File: src/core/remap_pkg.sv
// shared constants and types of the display address and remap controller
package remap_pkg;

  localparam logic [7:0] CMD_COL_WINDOW = 8'h15;
  localparam logic [7:0] CMD_ROW_WINDOW = 8'h75;
  localparam logic [7:0] CMD_PRECHARGE_SPEED = 8'h8a;
  localparam logic [7:0] CMD_REMAP = 8'ha0;
  localparam logic [7:0] CMD_START_LINE = 8'ha1;
  localparam logic [7:0] CMD_OFFSET = 8'ha2;
  localparam logic [7:0] CMD_MUX_RATIO = 8'ha8;

  localparam logic [7:0] COL_LAST = 8'h9f;
  localparam logic [7:0] ROW_LAST = 8'h83;
  localparam logic [8:0] COM_COUNT = 9'h084;
  localparam logic [7:0] COM_HALF = 8'h42;
  localparam logic [7:0] MUX_MIN_M1 = 8'h0f;

  localparam logic [7:0] RST_REMAP = 8'h40;
  localparam logic [7:0] RST_START_LINE = 8'h00;
  localparam logic [7:0] RST_OFFSET = 8'h00;
  localparam logic [7:0] RST_MUX_M1 = 8'h83;
  localparam logic [7:0] RST_PRECHARGE_SPEED = 8'h00;

  // field layout follows the parameter byte bit for bit
  typedef struct packed {
    logic [1:0] colourDepth;
    logic splitOddEven;
    logic scanReverse;
    logic comRightFirst;
    logic colourSwap;
    logic segMirror;
    logic vertIncr;
  } remap_cfg_t;

  typedef struct packed {
    logic [7:0] startLine;
    logic [7:0] offset;
    logic [7:0] muxM1;
  } scan_cfg_t;

  typedef enum logic [2:0] {
    ST_IDLE = 3'b001,
    ST_P1 = 3'b010,
    ST_P2 = 3'b100
  } parse_state_t;

  function automatic logic [7:0] mod_com(input logic [8:0] v);
    mod_com = (v >= COM_COUNT) ? 8'(v - COM_COUNT) : v[7:0];
  endfunction : mod_com

endpackage : remap_pkg

File: src/core/com_line_mapper.sv
// maps one scan step to its common output, ram row and enable
`timescale 1ns/1ps
`default_nettype none
module com_line_mapper
  import remap_pkg::*;
(
  input wire logic mclk,
  input wire logic rst_b,
  input wire logic [7:0] scanStep,
  input wire remap_cfg_t remapCfg,
  input wire scan_cfg_t scanCfg,
  output logic [7:0] comPin,
  output logic [7:0] rowShown,
  output logic comActive
);

  wire logic [7:0] logicalCom;
  wire logic [7:0] linePos;
  wire logic [7:0] splitPin;
  wire logic [7:0] next_comPin;
  wire logic [7:0] next_rowShown;
  wire logic next_comActive;

  assign logicalCom = remapCfg.scanReverse ? 8'(ROW_LAST - scanStep) : scanStep;
  assign linePos = mod_com({1'b0, logicalCom} + {1'b0, scanCfg.offset});
  assign next_comActive = (linePos <= scanCfg.muxM1);
  assign next_rowShown = mod_com({1'b0, scanCfg.startLine} + {1'b0, linePos});
  // split sends the lower half to even rows and the upper half to odd rows
  assign splitPin = (logicalCom < COM_HALF) ? 8'(logicalCom << 1)
                  : 8'(((logicalCom - COM_HALF) << 1) | 8'h01);
  assign next_comPin = remapCfg.comRightFirst
                     ? 8'(ROW_LAST - (remapCfg.splitOddEven ? splitPin : logicalCom))
                     : (remapCfg.splitOddEven ? splitPin : logicalCom);

  always_ff @(posedge mclk) begin
    if (!rst_b) begin
      comPin <= 8'h00;
      rowShown <= 8'h00;
      comActive <= 1'b0;
    end else begin
      comPin <= next_comPin;
      rowShown <= next_rowShown;
      comActive <= next_comActive;
    end
  end
endmodule : com_line_mapper
`default_nettype wire

File: src/core/display_address_remap_ctrl.sv
// command parser, ram address pointers and remap settings of the display
`timescale 1ns/1ps
`default_nettype none
// Notes on behaviour
// - horizontal mode: column steps, wraps, row advances
// - vertical mode: row steps, wraps, column advances
// - mirror bit picks column 0 or 159
// - swap bit reorders colour components; here only stored in remapCfg
// - left/right bit mirrors common arrangement
// - scan bit reverses common scan order
// - no split: common n drives row n
// - split: lower half even rows, upper odd
// - depth field selects 65k or 256 colours; here only stored in remapCfg
// - start line picks first row, wraps 132
// - offset moves start line to any common
// - offset 16 shifts lines sixteen positions
// - stores second pre-charge speed setting
// - multiplex ratio 16 to 132, default 132
// - column window also loads column pointer
module display_address_remap_ctrl
  import remap_pkg::*;
(
  input wire logic mclk,
  input wire logic rst_b,
  input wire logic [7:0] hostByte,
  input wire logic hostDataSel,
  input wire logic hostStrobe,
  input wire logic ramAccess,
  input wire logic lineTick,
  output logic [7:0] colPtr,
  output logic [7:0] rowPtr,
  output remap_cfg_t remapCfg,
  output scan_cfg_t scanCfg,
  output logic [7:0] prechargeSpeed,
  output logic [7:0] firstSegColumn,
  output logic [7:0] scanStep,
  output logic [7:0] comPin,
  output logic [7:0] rowShown,
  output logic comActive
);

  parse_state_t state;
  parse_state_t next_state;
  logic [7:0] opcode;
  logic [7:0] colStart;
  logic [7:0] colEnd;
  logic [7:0] rowStart;
  logic [7:0] rowEnd;
  logic [7:0] firstParam;

  wire logic cmdTake;
  wire logic paramTake;
  wire logic twoParams;
  wire logic oneParam;
  wire logic lastParam;
  wire logic colAtEnd;
  wire logic rowAtEnd;
  wire logic [7:0] colStep;
  wire logic [7:0] rowStep;
  wire logic [7:0] next_colPtr;
  wire logic [7:0] next_rowPtr;
  wire logic [7:0] muxClamped;
  wire logic colWindowDone;
  wire logic rowWindowDone;

  // the select line tells opcode from parameter; a stray parameter is ignored
  assign cmdTake = hostStrobe && !hostDataSel;
  assign paramTake = hostStrobe && hostDataSel && (state != ST_IDLE);
  assign twoParams = (hostByte == CMD_COL_WINDOW) || (hostByte == CMD_ROW_WINDOW);
  assign oneParam = (hostByte == CMD_PRECHARGE_SPEED) || (hostByte == CMD_REMAP)
                 || (hostByte == CMD_START_LINE) || (hostByte == CMD_OFFSET)
                 || (hostByte == CMD_MUX_RATIO);
  assign lastParam = paramTake && ((state == ST_P2)
                  || (state == ST_P1 && opcode != CMD_COL_WINDOW && opcode != CMD_ROW_WINDOW));
  assign colWindowDone = paramTake && (state == ST_P2) && (opcode == CMD_COL_WINDOW);
  assign rowWindowDone = paramTake && (state == ST_P2) && (opcode == CMD_ROW_WINDOW);

  always_comb begin
    next_state = state;
    case (state)
      ST_IDLE: begin
        if (cmdTake && (twoParams || oneParam)) begin
          next_state = ST_P1;
        end
      end
      ST_P1: begin
        if (cmdTake) begin
          next_state = (twoParams || oneParam) ? ST_P1 : ST_IDLE;
        end else if (paramTake) begin
          next_state = lastParam ? ST_IDLE : ST_P2;
        end
      end
      ST_P2: begin
        if (cmdTake) begin
          next_state = (twoParams || oneParam) ? ST_P1 : ST_IDLE;
        end else if (paramTake) begin
          next_state = ST_IDLE;
        end
      end
      default: next_state = ST_IDLE;
    endcase
  end

  always_ff @(posedge mclk) begin
    if (!rst_b) begin
      state <= ST_IDLE;
      opcode <= 8'h00;
      firstParam <= 8'h00;
    end else begin
      state <= next_state;
      if (cmdTake) begin
        opcode <= hostByte;
      end
      if (paramTake && state == ST_P1) begin
        firstParam <= hostByte;
      end
    end
  end

  // pointer stepping; out-of-range ends clip to the ram edge
  assign colAtEnd = (colPtr == colEnd) || (colPtr >= COL_LAST);
  assign rowAtEnd = (rowPtr == rowEnd) || (rowPtr >= ROW_LAST);
  assign colStep = colAtEnd ? colStart : 8'(colPtr + 8'h01);
  assign rowStep = rowAtEnd ? rowStart : 8'(rowPtr + 8'h01);
  assign next_colPtr = !remapCfg.vertIncr ? colStep
                     : (rowAtEnd ? colStep : colPtr);
  assign next_rowPtr = remapCfg.vertIncr ? rowStep
                     : (colAtEnd ? rowStep : rowPtr);

  always_ff @(posedge mclk) begin
    if (!rst_b) begin
      colStart <= 8'h00;
      colEnd <= COL_LAST;
      rowStart <= 8'h00;
      rowEnd <= ROW_LAST;
      colPtr <= 8'h00;
      rowPtr <= 8'h00;
    end else if (colWindowDone) begin
      colStart <= firstParam;
      colEnd <= hostByte;
      colPtr <= firstParam;
    end else if (rowWindowDone) begin
      rowStart <= firstParam;
      rowEnd <= hostByte;
      rowPtr <= firstParam;
    end else if (ramAccess) begin
      colPtr <= next_colPtr;
      rowPtr <= next_rowPtr;
    end
  end

  // multiplex setting below 16 lines is raised, above 132 lowered
  assign muxClamped = (hostByte < MUX_MIN_M1) ? MUX_MIN_M1
                    : ((hostByte > ROW_LAST) ? ROW_LAST : hostByte);

  always_ff @(posedge mclk) begin
    if (!rst_b) begin
      remapCfg <= remap_cfg_t'(RST_REMAP);
      scanCfg <= '{RST_START_LINE, RST_OFFSET, RST_MUX_M1};
      prechargeSpeed <= RST_PRECHARGE_SPEED;
      firstSegColumn <= 8'h00;
    end else begin
      firstSegColumn <= remapCfg.segMirror ? COL_LAST : 8'h00;
      if (lastParam) begin
        case (opcode)
          CMD_REMAP: remapCfg <= remap_cfg_t'(hostByte);
          CMD_START_LINE: begin
            if (hostByte <= ROW_LAST) begin
              scanCfg.startLine <= hostByte;
            end
          end
          CMD_OFFSET: begin
            if (hostByte <= ROW_LAST) begin
              scanCfg.offset <= hostByte;
            end
          end
          CMD_MUX_RATIO: scanCfg.muxM1 <= muxClamped;
          CMD_PRECHARGE_SPEED: prechargeSpeed <= hostByte;
          default: ;
        endcase
      end
    end
  end

  // frame scan counter; one line per tick, wrapping after the last common
  always_ff @(posedge mclk) begin
    if (!rst_b) begin
      scanStep <= 8'h00;
    end else if (lineTick) begin
      scanStep <= (scanStep >= ROW_LAST) ? 8'h00 : 8'(scanStep + 8'h01);
    end
  end

  com_line_mapper mapper (
    .mclk(mclk),
    .rst_b(rst_b),
    .scanStep(scanStep),
    .remapCfg(remapCfg),
    .scanCfg(scanCfg),
    .comPin(comPin),
    .rowShown(rowShown),
    .comActive(comActive)
  );
endmodule : display_address_remap_ctrl
`default_nettype wire

File: config.mk
export PLATFORM = sky130hd
export DESIGN_NAME = display_address_remap_ctrl
export DESIGN_NICKNAME = d
export VERILOG_FILES = /design/src/core/remap_pkg.sv /design/src/core/com_line_mapper.sv /design/src/core/display_address_remap_ctrl.sv
export SDC_FILE = /design/constraint.sdc
export NUM_CORES = 1
export LEC_CHECK = 0
export ABC_AREA = 1
export BUFFER_PORTS_ARGS = -buffer_cell sky130_fd_sc_hd__buf_2
export CAP_MARGIN = 30
export CORE_MARGIN = 2
export CORE_UTILIZATION = 60
export CTS_CLUSTER_SIZE = 16
export DETAILED_ROUTE_END_ITERATION = 7
export GPL_TIMING_DRIVEN = 0
export PLACE_DENSITY_LB_ADDON = 0.15
export SLEW_MARGIN = 25
export SYNTH_ARGS = -nofsm -noshare
export SYNTH_HDL_FRONTEND = slang
export SYNTH_SLANG_ARGS = --single-unit
File: constraint.sdc
create_clock -name mclk -period 6.7 [get_ports mclk]
set_input_delay 1.005 -clock mclk [delete_from_list [all_inputs] [get_ports mclk]]
set_output_delay 1.005 -clock mclk [all_outputs]
set_load 0.01 [all_outputs]
[After elaboration in Yosys (flattened, before gate mapping)]
Cells that the tools add are included.
Operators by class
  muxes and demuxes: 29
  bitwise gates (word level): 1
  add/subtract/negate cells: 10
  reductions and logical operators: 33
  eq/ne operators: 27
  order comparisons: 10
Operators by type and width (number)
  $mux 8: 21
  $eq 8x8->1 const B: 10
  $add 8x1->8 const B: 3
  $ge 8x8->1 const B: 3
  $add 8x8->9: 2
  $ge 9x8->1 const B: 2
  $mux 3: 6
  $eq 8x5->1 const B: 2
  $eq 8x7->1 const B: 2
  $eq 8x8->1: 2
  $sub 8x8->8 const A: 2
  $sub 8x8->8 const B: 2
  $reduce_and 3->1: 5
  $logic_and 1x1->1: 11
  $logic_or 1x1->1: 9
  $pmux 3 s3: 1
  $gt 8x8->1 const B: 1
  $le 8x8->1: 1
  $le 8x8->1 const B: 1
  $lt 8x4->1 const B: 1
  $lt 8x7->1 const B: 1
  $ne 8x5->1 const B: 1
  $ne 8x7->1 const B: 1
  $reduce_and 2->1: 4
  other kinds (12): 16
Storage, ports and cells
  word-level logic and storage cells: 135
  flip-flop bits (word level): 140
  output and inout port bits: 89

[Depth between registers and ports, before layout]
Gate-level depths: netlist (run 1).
  depth in word-level cells: 9
  depth in mapped cells: 36
  depth with buffers taken out: 36

[Hierarchy]
From an unflattened synthesis (run 1), not the netlist that was laid out.
Second synthesis, totals
  cell total of the unflattened synthesis: 1130
  area total of the unflattened synthesis: 7857.5 um2
By module, submodules not included
  display_address_remap_ctrl: cells each 776, area each 5560.3 um2, instances 1
  com_line_mapper: cells each 354, area each 2297.2 um2, instances 1

[Worst setup path before layout (run 1)]
OpenSTA, ideal clock, no wires.
  path kind: register -> register
  start point: register scanStep[2]
  end point: register mapper.rowShown[3]
  clock period less this slack: 4.389 ns
  arrival: 4.256 ns
  cell stages (with the launch flop): 29
  data required time: 6.568 ns
  setup slack: 2.311 ns
  path through: dfxtp_1 > inv_1 > ha_1 > inv_1 > nand2_1 > nand2_1 > inv_1 > ha_1 > a21oi_1 > o21ai_2 > xor2_1 > inv_1 > nor2_1 > nand3_1 > nand2_1 > nand3_4 > o21ai_0 > ha_1 > a21oi_1 > nand2_1 > xor2_1 > inv_1 > nand3_1 > nor2_1 > inv_1 > o21ai_4 > nand2_2 > nand2_1 > a21oi_1
On the way
  word-level cells in the longest chain between the ends: 8
  elaborated cells between the ends (all ways): 10
  classes of those cells: 5 x add/sub; 2 x order compare; 3 x mux
Ends and longest elaborated chain
  start: declaration: line display_address_remap_ctrl.sv:36  | output logic [7:0] scanStep,
  start signal: assignment: line display_address_remap_ctrl.sv:190  | scanStep <= (scanStep >= ROW_LAST) ? 8'h00 : 8'(scanStep + 8'h01);
  $sub 8x8->8: line com_line_mapper.sv:24  | assign logicalCom = remapCfg.scanReverse ? 8'(ROW_LAST - scanStep) : scanStep;
  $mux 8 (*): line com_line_mapper.sv:24
  $add 8x8->9 (*): line com_line_mapper.sv:25  | assign linePos = mod_com({1'b0, logicalCom} + {1'b0, scanCfg.offset});
  $sub 8x8->8 or $ge 9x8->1 (tied branches): line remap_pkg.sv:48  | mod_com = (v >= COM_COUNT) ? 8'(v - COM_COUNT) : v[7:0];
  $mux 8 (*): line remap_pkg.sv:48
  $add 8x8->9 (*): line com_line_mapper.sv:27  | assign next_rowShown = mod_com({1'b0, scanCfg.startLine} + {1'b0, linePos});
  $sub 8x8->8 or $ge 9x8->1 (tied branches): line remap_pkg.sv:48
  $mux 8 (*): line remap_pkg.sv:48
  end signal: assignment: line com_line_mapper.sv:42  | rowShown <= next_rowShown;
  end: declaration: line com_line_mapper.sv:13  | output logic [7:0] rowShown,
Mark *: on every way between the ends. The rest lies on a longest branch, timed or not.
A chain may end at the register's enable or synchronous reset.

[Worst setup path after layout (run 1)]
  start point: register scanStep[2]
  end point: register mapper.rowShown[4]
Same word-level chain as after synthesis.

==> results.md, run 1 <==
* Num CTS Buffers at 17
* Synth top cells by count: nand2_1, dfxtp_1, inv_1
* Vias in the first global route at 6,639
* Critical path capture point type: register
* Mapped Cells at 1,035
* CTS Sinks at 133
* Initial Util at 61.7%
* Final setup violation count at 0
* Post-CTS setup buffer count at 0
* HP Class: register to register
* DRT antenna net count at 0
* GRT overflow at 0
* RSZ-0062 raised after global routing: no
* Final hold viol count at 0
* CTS Hold Bufs at 0
* Top FF cell, synth: dfxtp_1
* # IOs at 103
* Placed inst area at 8140 sq um
* Die Height at 115 um
* Compound-gate portion of the synthesized area at 19.0%
* Crit Reg-Reg Startpoint: scanStep[2]
* Detailed Route Iter0 Violations at 749
* CTS max path bufs at 2
* Top cell type's share of synthesized area at 35.8%
* Total of max-cap violations at 0
* Post-synth EDFFs at 0
* Worst EP required at 6.97 ns
* Crit path launch type: register
* Slew Viols, Final at 0
* Synth top area cells: dfxtp_1, nand2_1, a21oi_1
* Area of the mapped netlist at 7440 sq um
* Port bufs at 97
* FP Rows at 40
* Pwr dens at 217 nW/um^2
* Worst reg2reg path depth at 29
* Min Tclk post-route at 5.21 ns
* Register area share after synthesis at 35.8%
* Chip Width at 115 um
* Worst hold slack at 0.464 ns
* Count of cell types in the netlist at 52
* Drt drc at 0
* CTS resizes at 0
* Tightest Pin Transition at 0.741 ns
* H-tree levels at 4
* Simple-Gate Fraction of Synth Area at 23.6%
* Most used cell, CP: nand2_1
* Max IR drop VDD at 180 uV
* Status: finished, final reports clean
* Synthesis-to-finish area growth at 17.6%
* Most frequent cell after synthesis: nand2_1
* Crit path from: scanStep[2]
* Final setup skew at 0.00751 ns
* LEAKAGE at 4.22 nW
* Clock root cell: clkbuf_16
* DR vias/cell at 5.55
* Max Freq at 0.192 GHz
* WP data arrival at 5.47 ns
* Final Wtd Congestion at 0.933
* TritonCTS clock tree: yes
* Initial antenna violation count at 0
* Post-Synth Adder-Cell Area at 6.93%
* Final instance area at 8750 sq um
* Layout cells sized above 1 at 16.1%
* Max_slew headroom at 50.6%
* Kind of critical path: register to register
* Drt total wl at 20.2 mm
* Vias at 7,402
* Die ar. at 13,300 sq um
* CP max-delay cell: dfxtp_1
* Clk_lat worst skew at 0.42 ns
* TritonRoute pass-1 iters at 5
* Largest net degree at the start of global routing at 17
* Mean post-synth cell area at 7.19 sq um
* Core box area at 12,100 sq um
* Worst-path clk slew at 0.06 ns
* DP HPWL at 14.6 mm
* # fillers at 1,004
* Diodes inserted at 0
* Setup TNS Final at 0 ns
* DR WL/cell at 15.1 um
* Ys async rst share at 0%
* Post-synthesis mux area share at 0%
* First-pass GRT wire length at 32.1 mm
* RR Endpoint: mapper.rowShown[4]
* Register bit total from synthesis at 133
* Synth warn at 0
* CP Capture Point: mapper.rowShown[4]
* Worst-path maximum fanout at 9
* Critical Path Max Stage Delay at 0.51 ns
* Combinational family with the most area after synthesis: simple AND/OR/NAND/NOR gates
* Nets at 1,206
* Final period util at 77.7%
* Largest area contributor in the netlist: dfxtp_1
* Post-synthesis xor/xnor area fraction at 4.95%
* R2R setup slack at 1.49 ns
* GRT Total Usage at 30.9%
power by group:
part / total (mW) / internal [mW] / switching, mW
combinational: 0.121 / 0.0376 / 0.0838
clock: 0.960 / 0.604 / 0.356
sequential: 0.814 / 0.802 / 0.0122
total: 1.89 / 1.44 / 0.452
worst max-delay path: cells and delay by family (launching register included):
| kind | cells | cell delay, ns |
|---|---|---|
| and+or+nand+nor | 14 | 1.60 |
| adders and majority gates | 3 | 1.02 |
| AOI/OAI and AO/OA | 4 | 0.79 |
| DFF | 1 | 0.51 |
| buffers and inverters | 6 | 0.57 |
| xor gates and xnor gates | 2 | 0.56 |
flip-flops by register name (all words and copies together) (netlist names):
register / cells
colEnd: 8
scanCfg: 24
colPtr: 8
state: 3
mapper.rowShown: 8
firstParam: 8
opcode: 8
rowPtr: 8
mapper.comPin: 8
prechargeSpeed: 8
remapCfg: 8
mapper.comActive: 1
rowStart: 8
colStart: 8
scanStep: 8
firstSegColumn: 1
rowEnd: 8
layout make-up:
cell class | count | area, sq um | share of cell area, %
clock buffers | 20 | 457 | 5.22
well taps | 168 | 210 | 2.40
inverters | 134 | 503 | 5.75
flip-flops and latches | 133 | 2660 | 30.4
repair buffers | 97 | 485 | 5.55
clock inverters | 12 | 154 | 1.76
multi-input cells | 727 | 4060 | 46.4
plain buffers | 42 | 220 | 2.52
cells in the final DEF, fill, tap and decap left out, types with 11 or more instances in the layout:
| cell | synthesis | routed |
|---|---|---|
| o211ai_1 | 16 | 16 |
| dfxtp_1 | 133 | 133 |
| clkbuf_1 | 21 | 22 |
| nand3_1 | 61 | 61 |
| ha_1 | 38 | 38 |
| inv_1 | 127 | 127 |
| nor2_1 | 71 | 71 |
| xor2_1 | 22 | 22 |
| nor3_1 | 11 | 11 |
| clkbuf_16 | 0 | 17 |
| nand4_1 | 16 | 16 |
| a21oi_1 | 110 | 110 |
| buf_2 | 11 | 108 |
| xnor2_1 | 20 | 20 |
| nand2_1 | 189 | 189 |
| o21ai_0 | 96 | 96 |
metrics by stage:
stage                     util [%]  setup slack (ns)  instances  power, mW
final                         72.5              1.49       1333       1.89
after floorplan                  -              2.31       1036      0.905
after CTS                     72.5              1.54       1333       1.90
after detailed placement      67.5              1.60       1301      0.948
after global routing          72.5             0.924       1333       1.95
after global placement        67.5              1.70       1301      0.946
cell families after synthesis:
group | after synthesis
AO/OA/AOI/OAI | 257
flip-flops | 133
buffers and inverters | 176
adder cells (fa/ha/maj) | 40
AND/OR/NAND/NOR | 386
other | 1
XOR/XNOR | 42
worst min path at each step:
stage / start / end / slack [ns] / cells past startpoint
floorplan: firstParam[0] / firstParam[0] / 0.44 / 2
global placement: colStart[2] / colStart[2] / 0.46 / 2
detailed placement: scanCfg[23] / scanCfg[23] / 0.45 / 2
CTS: scanCfg[23] / scanCfg[23] / 0.47 / 2
global route: scanCfg[23] / scanCfg[23] / 0.49 / 2
finish: scanCfg[23] / scanCfg[23] / 0.46 / 2
metal layers:
layer | vias up | track usage, % | routed length (um)
met3 | 66 | 5.43 | 1360
li1 | 3663 | - | -
met4 | 0 | 15.3 | 733
met1 | 3379 | 38.7 | 8610
met5 | - | 0 | 0
met2 | 294 | 51.3 | 9450
(Power assumes the default switching activity.)
==> inputs of run 2 (changes only) <==
--- a/config.mk
+++ b/config.mk
@@ -9,7 +9,7 @@
 export BUFFER_PORTS_ARGS = -buffer_cell sky130_fd_sc_hd__buf_2
 export CAP_MARGIN = 30
 export CORE_MARGIN = 2
-export CORE_UTILIZATION = 60
+export CORE_UTILIZATION = 58
 export CTS_CLUSTER_SIZE = 16
 export DETAILED_ROUTE_END_ITERATION = 7
 export GPL_TIMING_DRIVEN = 0
==> constraint.sdc (replaced) <==
create_clock -name mclk -period 4.8 [get_ports mclk]
set_input_delay 0.72 -clock mclk [delete_from_list [all_inputs] [get_ports mclk]]
set_output_delay 0.72 -clock mclk [all_outputs]
set_load 0.01 [all_outputs]
==> run 2 against run 1 <==
Against the previous run:
- clock skew shrank 0.0014 ns
- first-iteration DRC count shrank 8.9%
- global-route usage shrank 0.80 points
- core utilization shrank 1.2 points
- sequential share of layout area shrank 0.68 points
- combinational power grew 42%
- critical path depth grew 1
- critical endpoint unchanged
- highest routed layer unchanged
==> results.md, run 2 (synthesis gave the netlist of run 1 again) <==
* Drt drc at 0
* DR WL/cell at 15.3 um
* Drt total wl at 20.6 mm
* HP Class: register to register
* Crit path launch type: register
* GRT overflow at 0
* Total of max-cap violations at 0
* Max IR drop VDD at 251 uV
* Worst hold slack at 0.471 ns
* Worst-path clk slew at 0.06 ns
* Slew Viols, Final at 0
* Core box area at 12,600 sq um
* Nets at 1,215
* TritonCTS clock tree: yes
* Largest net degree at the start of global routing at 17
* FP Rows at 41
* Diodes inserted at 0
* Largest Register: scanCfg
* CTS max path bufs at 2
* Post-layout worst setup margin at 0.127 ns
* Final Instance Count excl. Fillers at 1,346
* Kind of critical path: register to register
* Initial antenna violation count at 0
* Vias at 7,491
* Most frequent cells in the layout: nand2_1, dfxtp_1, inv_1
* Port bufs at 97
* Most used cell, CP: inv_1
* Final setup skew at 0.00616 ns
* Worst-path maximum fanout at 6
* Critical path capture point type: register
* Post-layout util at 71.4%
* # IOs at 103
* DP HPWL at 14.8 mm
* Max Freq at 0.214 GHz
* H-tree levels at 4
* Die Height at 117 um
* First-pass GRT wire length at 31.9 mm
* LEAKAGE at 4.25 nW
* Pwr dens at 284 nW/um^2
* Vias in the first global route at 6,687
* DR vias/cell at 5.57
* Synthesis-to-finish area growth at 20.6%
* Final Wtd Congestion at 0.922
* Detailed Route Iter0 Violations at 682
* Final instance area at 8970 sq um
* Largest register FFs at 24
* WP data arrival at 4.95 ns
* Tightest Pin Transition at 0.700 ns
* Crit path buf inv count at 7
* Layout cells sized above 1 at 19.6%
* Place WS at -0.299 ns
* Critical Path Max Stage Delay at 0.37 ns
* TritonRoute pass-1 iters at 5
* Clock root cell: clkbuf_16
* Chip Width at 117 um
* Initial Util at 59.2%
* Final hold viol count at 0
* GRT Total Usage at 30.1%
* Num CTS Buffers at 17
* Cell count after placement at 1,305
* CTS Hold Bufs at 0
* Final period util at 97.4%
* DRT antenna net count at 0
* Worst EP required at 5.08 ns
* Top delay family on crit path: simple AND/OR/NAND/NOR gates
* CP max-delay cell: dfxtp_4
* CTS Sinks at 133
* Most common cell after layout, fill and taps aside: nand2_1
* Final setup violation count at 0
* Die ar. at 13,700 sq um
* Placed inst area at 8140 sq um
* Max_slew headroom at 53.3%
* Clk_lat worst skew at 0.42 ns
* # fillers at 1,058
* Status: finished, final reports clean
* Min Tclk post-route at 4.67 ns
==> run 2: changes by cell type in the layout (fill, tap and decap cells not counted), moves of 4 or more <==
cell	delta
nand2_1	-4
ha_1	-7
inv_2	+5
buf_4	+9
ha_4	+7
inv_1	-5
==> run 2: area by class of cell <==
cell class                 count  area [sq um]  area share [%]
buffer                        42           220            2.46
clock buffer                  18           439            4.90
clock inverter                14           129            1.44
inverter                     134           503            5.61
multi-input combinational    727          4240            47.3
sequential                   133          2670            29.8
tap                          172           215            2.40
timing repair buffer         106           553            6.17
==> run 2: per-stage QoR <==
stage	total power [mW]	TNS [ns]
detailed placement	1.32	-1.62
floorplan	1.26	0
global placement	1.32	-1.30
CTS	2.55	0
global route	2.63	-0.547
finish	2.55	0
==> run 2: final timing paths <==
kind	start	endpoint	slack, ns	cells past startpoint
max	scanStep[2]	mapper.rowShown[4]	0.13	30
min	colStart[2]	colStart[2]	0.47	2
max reg2reg	scanStep[2]	mapper.rowShown[4]	0.13	30
min reg2reg	colStart[2]	colStart[2]	0.47	2
==> run 2: timing repair <==
action / in CTS / in global routing
setup endpoints to repair: 6 / 6
setup buffers: 1 / 8
gates resized for setup: 9 / 34
pin swaps: 1 / 9
==> run 2: tightest hold or removal path: cells and delay by family (launching register included) <==
family | cells | cell delay [ns]
DFF | 1 | 0.31
and+or+nand+nor | 1 | 0.06
AOI/OAI and AO/OA | 1 | 0.05
==> run 2: where the power goes <==
| part | internal (mW) | total [mW] | switching [mW] |
|---|---|---|---|
| sequential | 1.12 | 1.13 | 0.0165 |
| combinational | 0.0546 | 0.172 | 0.117 |
| clock | 0.727 | 1.24 | 0.514 |
| total | 1.90 | 2.55 | 0.647 |
==> run 2: routing by layer <==
| layer | up-vias | track usage, % | part of all wire (%) |
|---|---|---|---|
| li1 | 3693 | - | - |
| met1 | 3424 | 37.0 | 42 |
| met2 | 305 | 50.6 | 48 |
| met3 | 69 | 5.72 | 6.7 |
| met4 | 0 | 14.7 | 3.7 |
| met5 | - | 0 | 0 |
==> inputs of run 3 (changes only) <==
--- a/config.mk
+++ b/config.mk
@@ -8,7 +8,6 @@
 export ABC_AREA = 1
 export BUFFER_PORTS_ARGS = -buffer_cell sky130_fd_sc_hd__buf_2
 export CAP_MARGIN = 30
-export CORE_MARGIN = 2
 export CORE_UTILIZATION = 58
 export CTS_CLUSTER_SIZE = 16
 export DETAILED_ROUTE_END_ITERATION = 7
==> run 3 against run 2 <==
Against the previous run:
- hold slack improved by 0.0021 ns
- clock power increased by 12%
- global-route usage rose by 2.3 points
- via count decreased by 0.32%
- sequential share of layout area is essentially flat
- sequential power about the same
- clock-buffer cell count down 1
- total power is 5.8% higher
- critical path type unchanged
- largest power group unchanged
==> results.md, run 3 (synthesis gave the netlist of run 1 again) <==
* Status: finished, final reports clean
* Most frequent cells in the layout: nand2_1, dfxtp_1, inv_1
* Cell count after placement at 1,305
* GRT overflow at 0
* FP Rows at 41
* CTS Sinks at 133
* Pwr dens at 300 nW/um^2
* Nets at 1,211
* Worst-path clk slew at 0.06 ns
* First-pass GRT wire length at 32.9 mm
* Initial antenna violation count at 0
* Largest Register: scanCfg
* Detailed Route Iter0 Violations at 674
* Clk_lat worst skew at 0.42 ns
* Slew Viols, Final at 0
* Final hold viol count at 0
* Max layer used: met4
* Largest register FFs at 24
* Num CTS Buffers at 17
* Post-layout worst setup margin at 0.179 ns
* Final Instance Count excl. Fillers at 1,342
* Final Wtd Congestion at 0.909
* Synthesis-to-finish area growth at 20.7%
* Worst EP required at 5.07 ns
* Final setup violation count at 0
* DR WL met2 at 10.1 mm
* Clock root cell: clkbuf_16
* Most common cell after layout, fill and taps aside: nand2_1
* Crit path buf inv count at 7
* # IOs at 103
* Pwr Total at 2.70 mW
* R2R setup slack at 0.18 ns
* Chip Width at 115 um
* Final setup skew at 0.00757 ns
* Vias in the first global route at 6,847
* H-tree levels at 4
* Critical path capture point type: register
* Min Tclk post-route at 4.62 ns
* DRT antenna net count at 0
* DR WL met3 at 1.41 mm
* Core box area at 12,600 sq um
* Max Freq at 0.216 GHz
* Critical Path Max Stage Delay at 0.35 ns
* Drt total wl at 20.9 mm
* DR WL/cell at 15.6 um
* Port bufs at 97
* Tightest Pin Transition at 0.680 ns
* Final period util at 96.3%
* CP max-delay cell: dfxtp_4
* Vias at 7,467
* Diodes inserted at 0
* TritonCTS clock tree: yes
* Top delay family on crit path: simple AND/OR/NAND/NOR gates
* LEAKAGE at 4.29 nW
* HP Class: register to register
* Most used cell, CP: nand2_1
* Drt drc at 0
* Initial Util at 59.2%
* Die ar. at 13,300 sq um
* Place WS at -0.325 ns
* Layout cells sized above 1 at 19.1%
* CTS max path bufs at 2
* Worst-path maximum fanout at 6
* GRT Total Usage at 32.3%
* WP data arrival at 4.89 ns
* Total of max-cap violations at 0
* DP HPWL at 14.7 mm
* Max_slew headroom at 54.7%
* Crit path launch type: register
* Largest net degree at the start of global routing at 17
* Max IR drop VDD at 278 uV
* TritonRoute pass-1 iters at 5
* Met1 wire length at 8.75 mm
* DR vias/cell at 5.56
* Die Height at 115 um
* Kind of critical path: register to register
run 3: cell types whose count changed in the layout (fill, tap and decap cells not counted), moves of 2 or more:
cell	before	now
buf_4	16	11
ha_1	31	33
ha_4	7	5
clkinvlp_4	6	4
inv_2	11	9
nor2_2	2	4
inv_1	122	124
bufinv_16	1	4
run 3: power breakdown:
group	internal, mW	total [mW]	leakage, nW	switching (mW)
clock network	0.871	1.39	0.296	0.519
logic	0.0538	0.171	2.91	0.117
registers	1.12	1.14	1.08	0.0166
total	2.04	2.70	4.29	0.653
run 3: final cells by class:
class / instances / area (sq um)
fill: 1019 / 3590
inverter: 134 / 503
clock buffer: 17 / 425
buffer: 42 / 220
multi-input combinational: 728 / 4230
clock inverter: 15 / 204
timing repair buffer: 101 / 515
tap: 172 / 215
sequential: 133 / 2670
run 3: path summary, 6_finish.rpt:
check	startpoint	endpoint	depth (start not counted)
setup / recovery	scanStep[2]	mapper.rowShown[5]	31
hold / removal	remapCfg[1]	firstSegColumn[4]	2
setup reg to reg	scanStep[2]	mapper.rowShown[5]	31
hold reg to reg	remapCfg[1]	firstSegColumn[4]	2
run 3: repair_timing:
action | 4_1_cts | 5_1_grt
endpoints found under the setup margin | 6 | 6
buffers inserted | 0 | 4
cloned | 0 | 1
pin swaps | 0 | 8
hold endpoints to repair | 0 | 0
hold buffers | 0 | 0
resized for setup | 9 | 27
run 3: per-layer routing:
layer | track usage (%) | up-vias
met2 | 54.0 | 308
met4 | 17.1 | 0
met3 | 5.54 | 66
li1 | - | 3675
met5 | 0 | -
met1 | 40.0 | 3418
run 3: worst register-to-register path: cells and delay by family, from the launching register on:
kind | cells | cell delay, ns
compound gates | 4 | 0.71
buf+inv | 7 | 0.55
fa+ha+maj | 3 | 0.88
xor+xnor | 1 | 0.20
simple gates | 16 | 1.76
flops | 1 | 0.35
run 3: metrics by stage:
stage	setup TNS, ns	utilization, %	hold WS, ns	instance area [sq um]
CTS	0	70.1	0.475	8810
finish	0	71.5	0.473	8980
detailed placement	-1.76	64.8	0.464	8140
global route	-0.310	71.5	0.497	8980
floorplan	0	-	0.437	7440
global placement	-1.31	64.8	0.458	8140
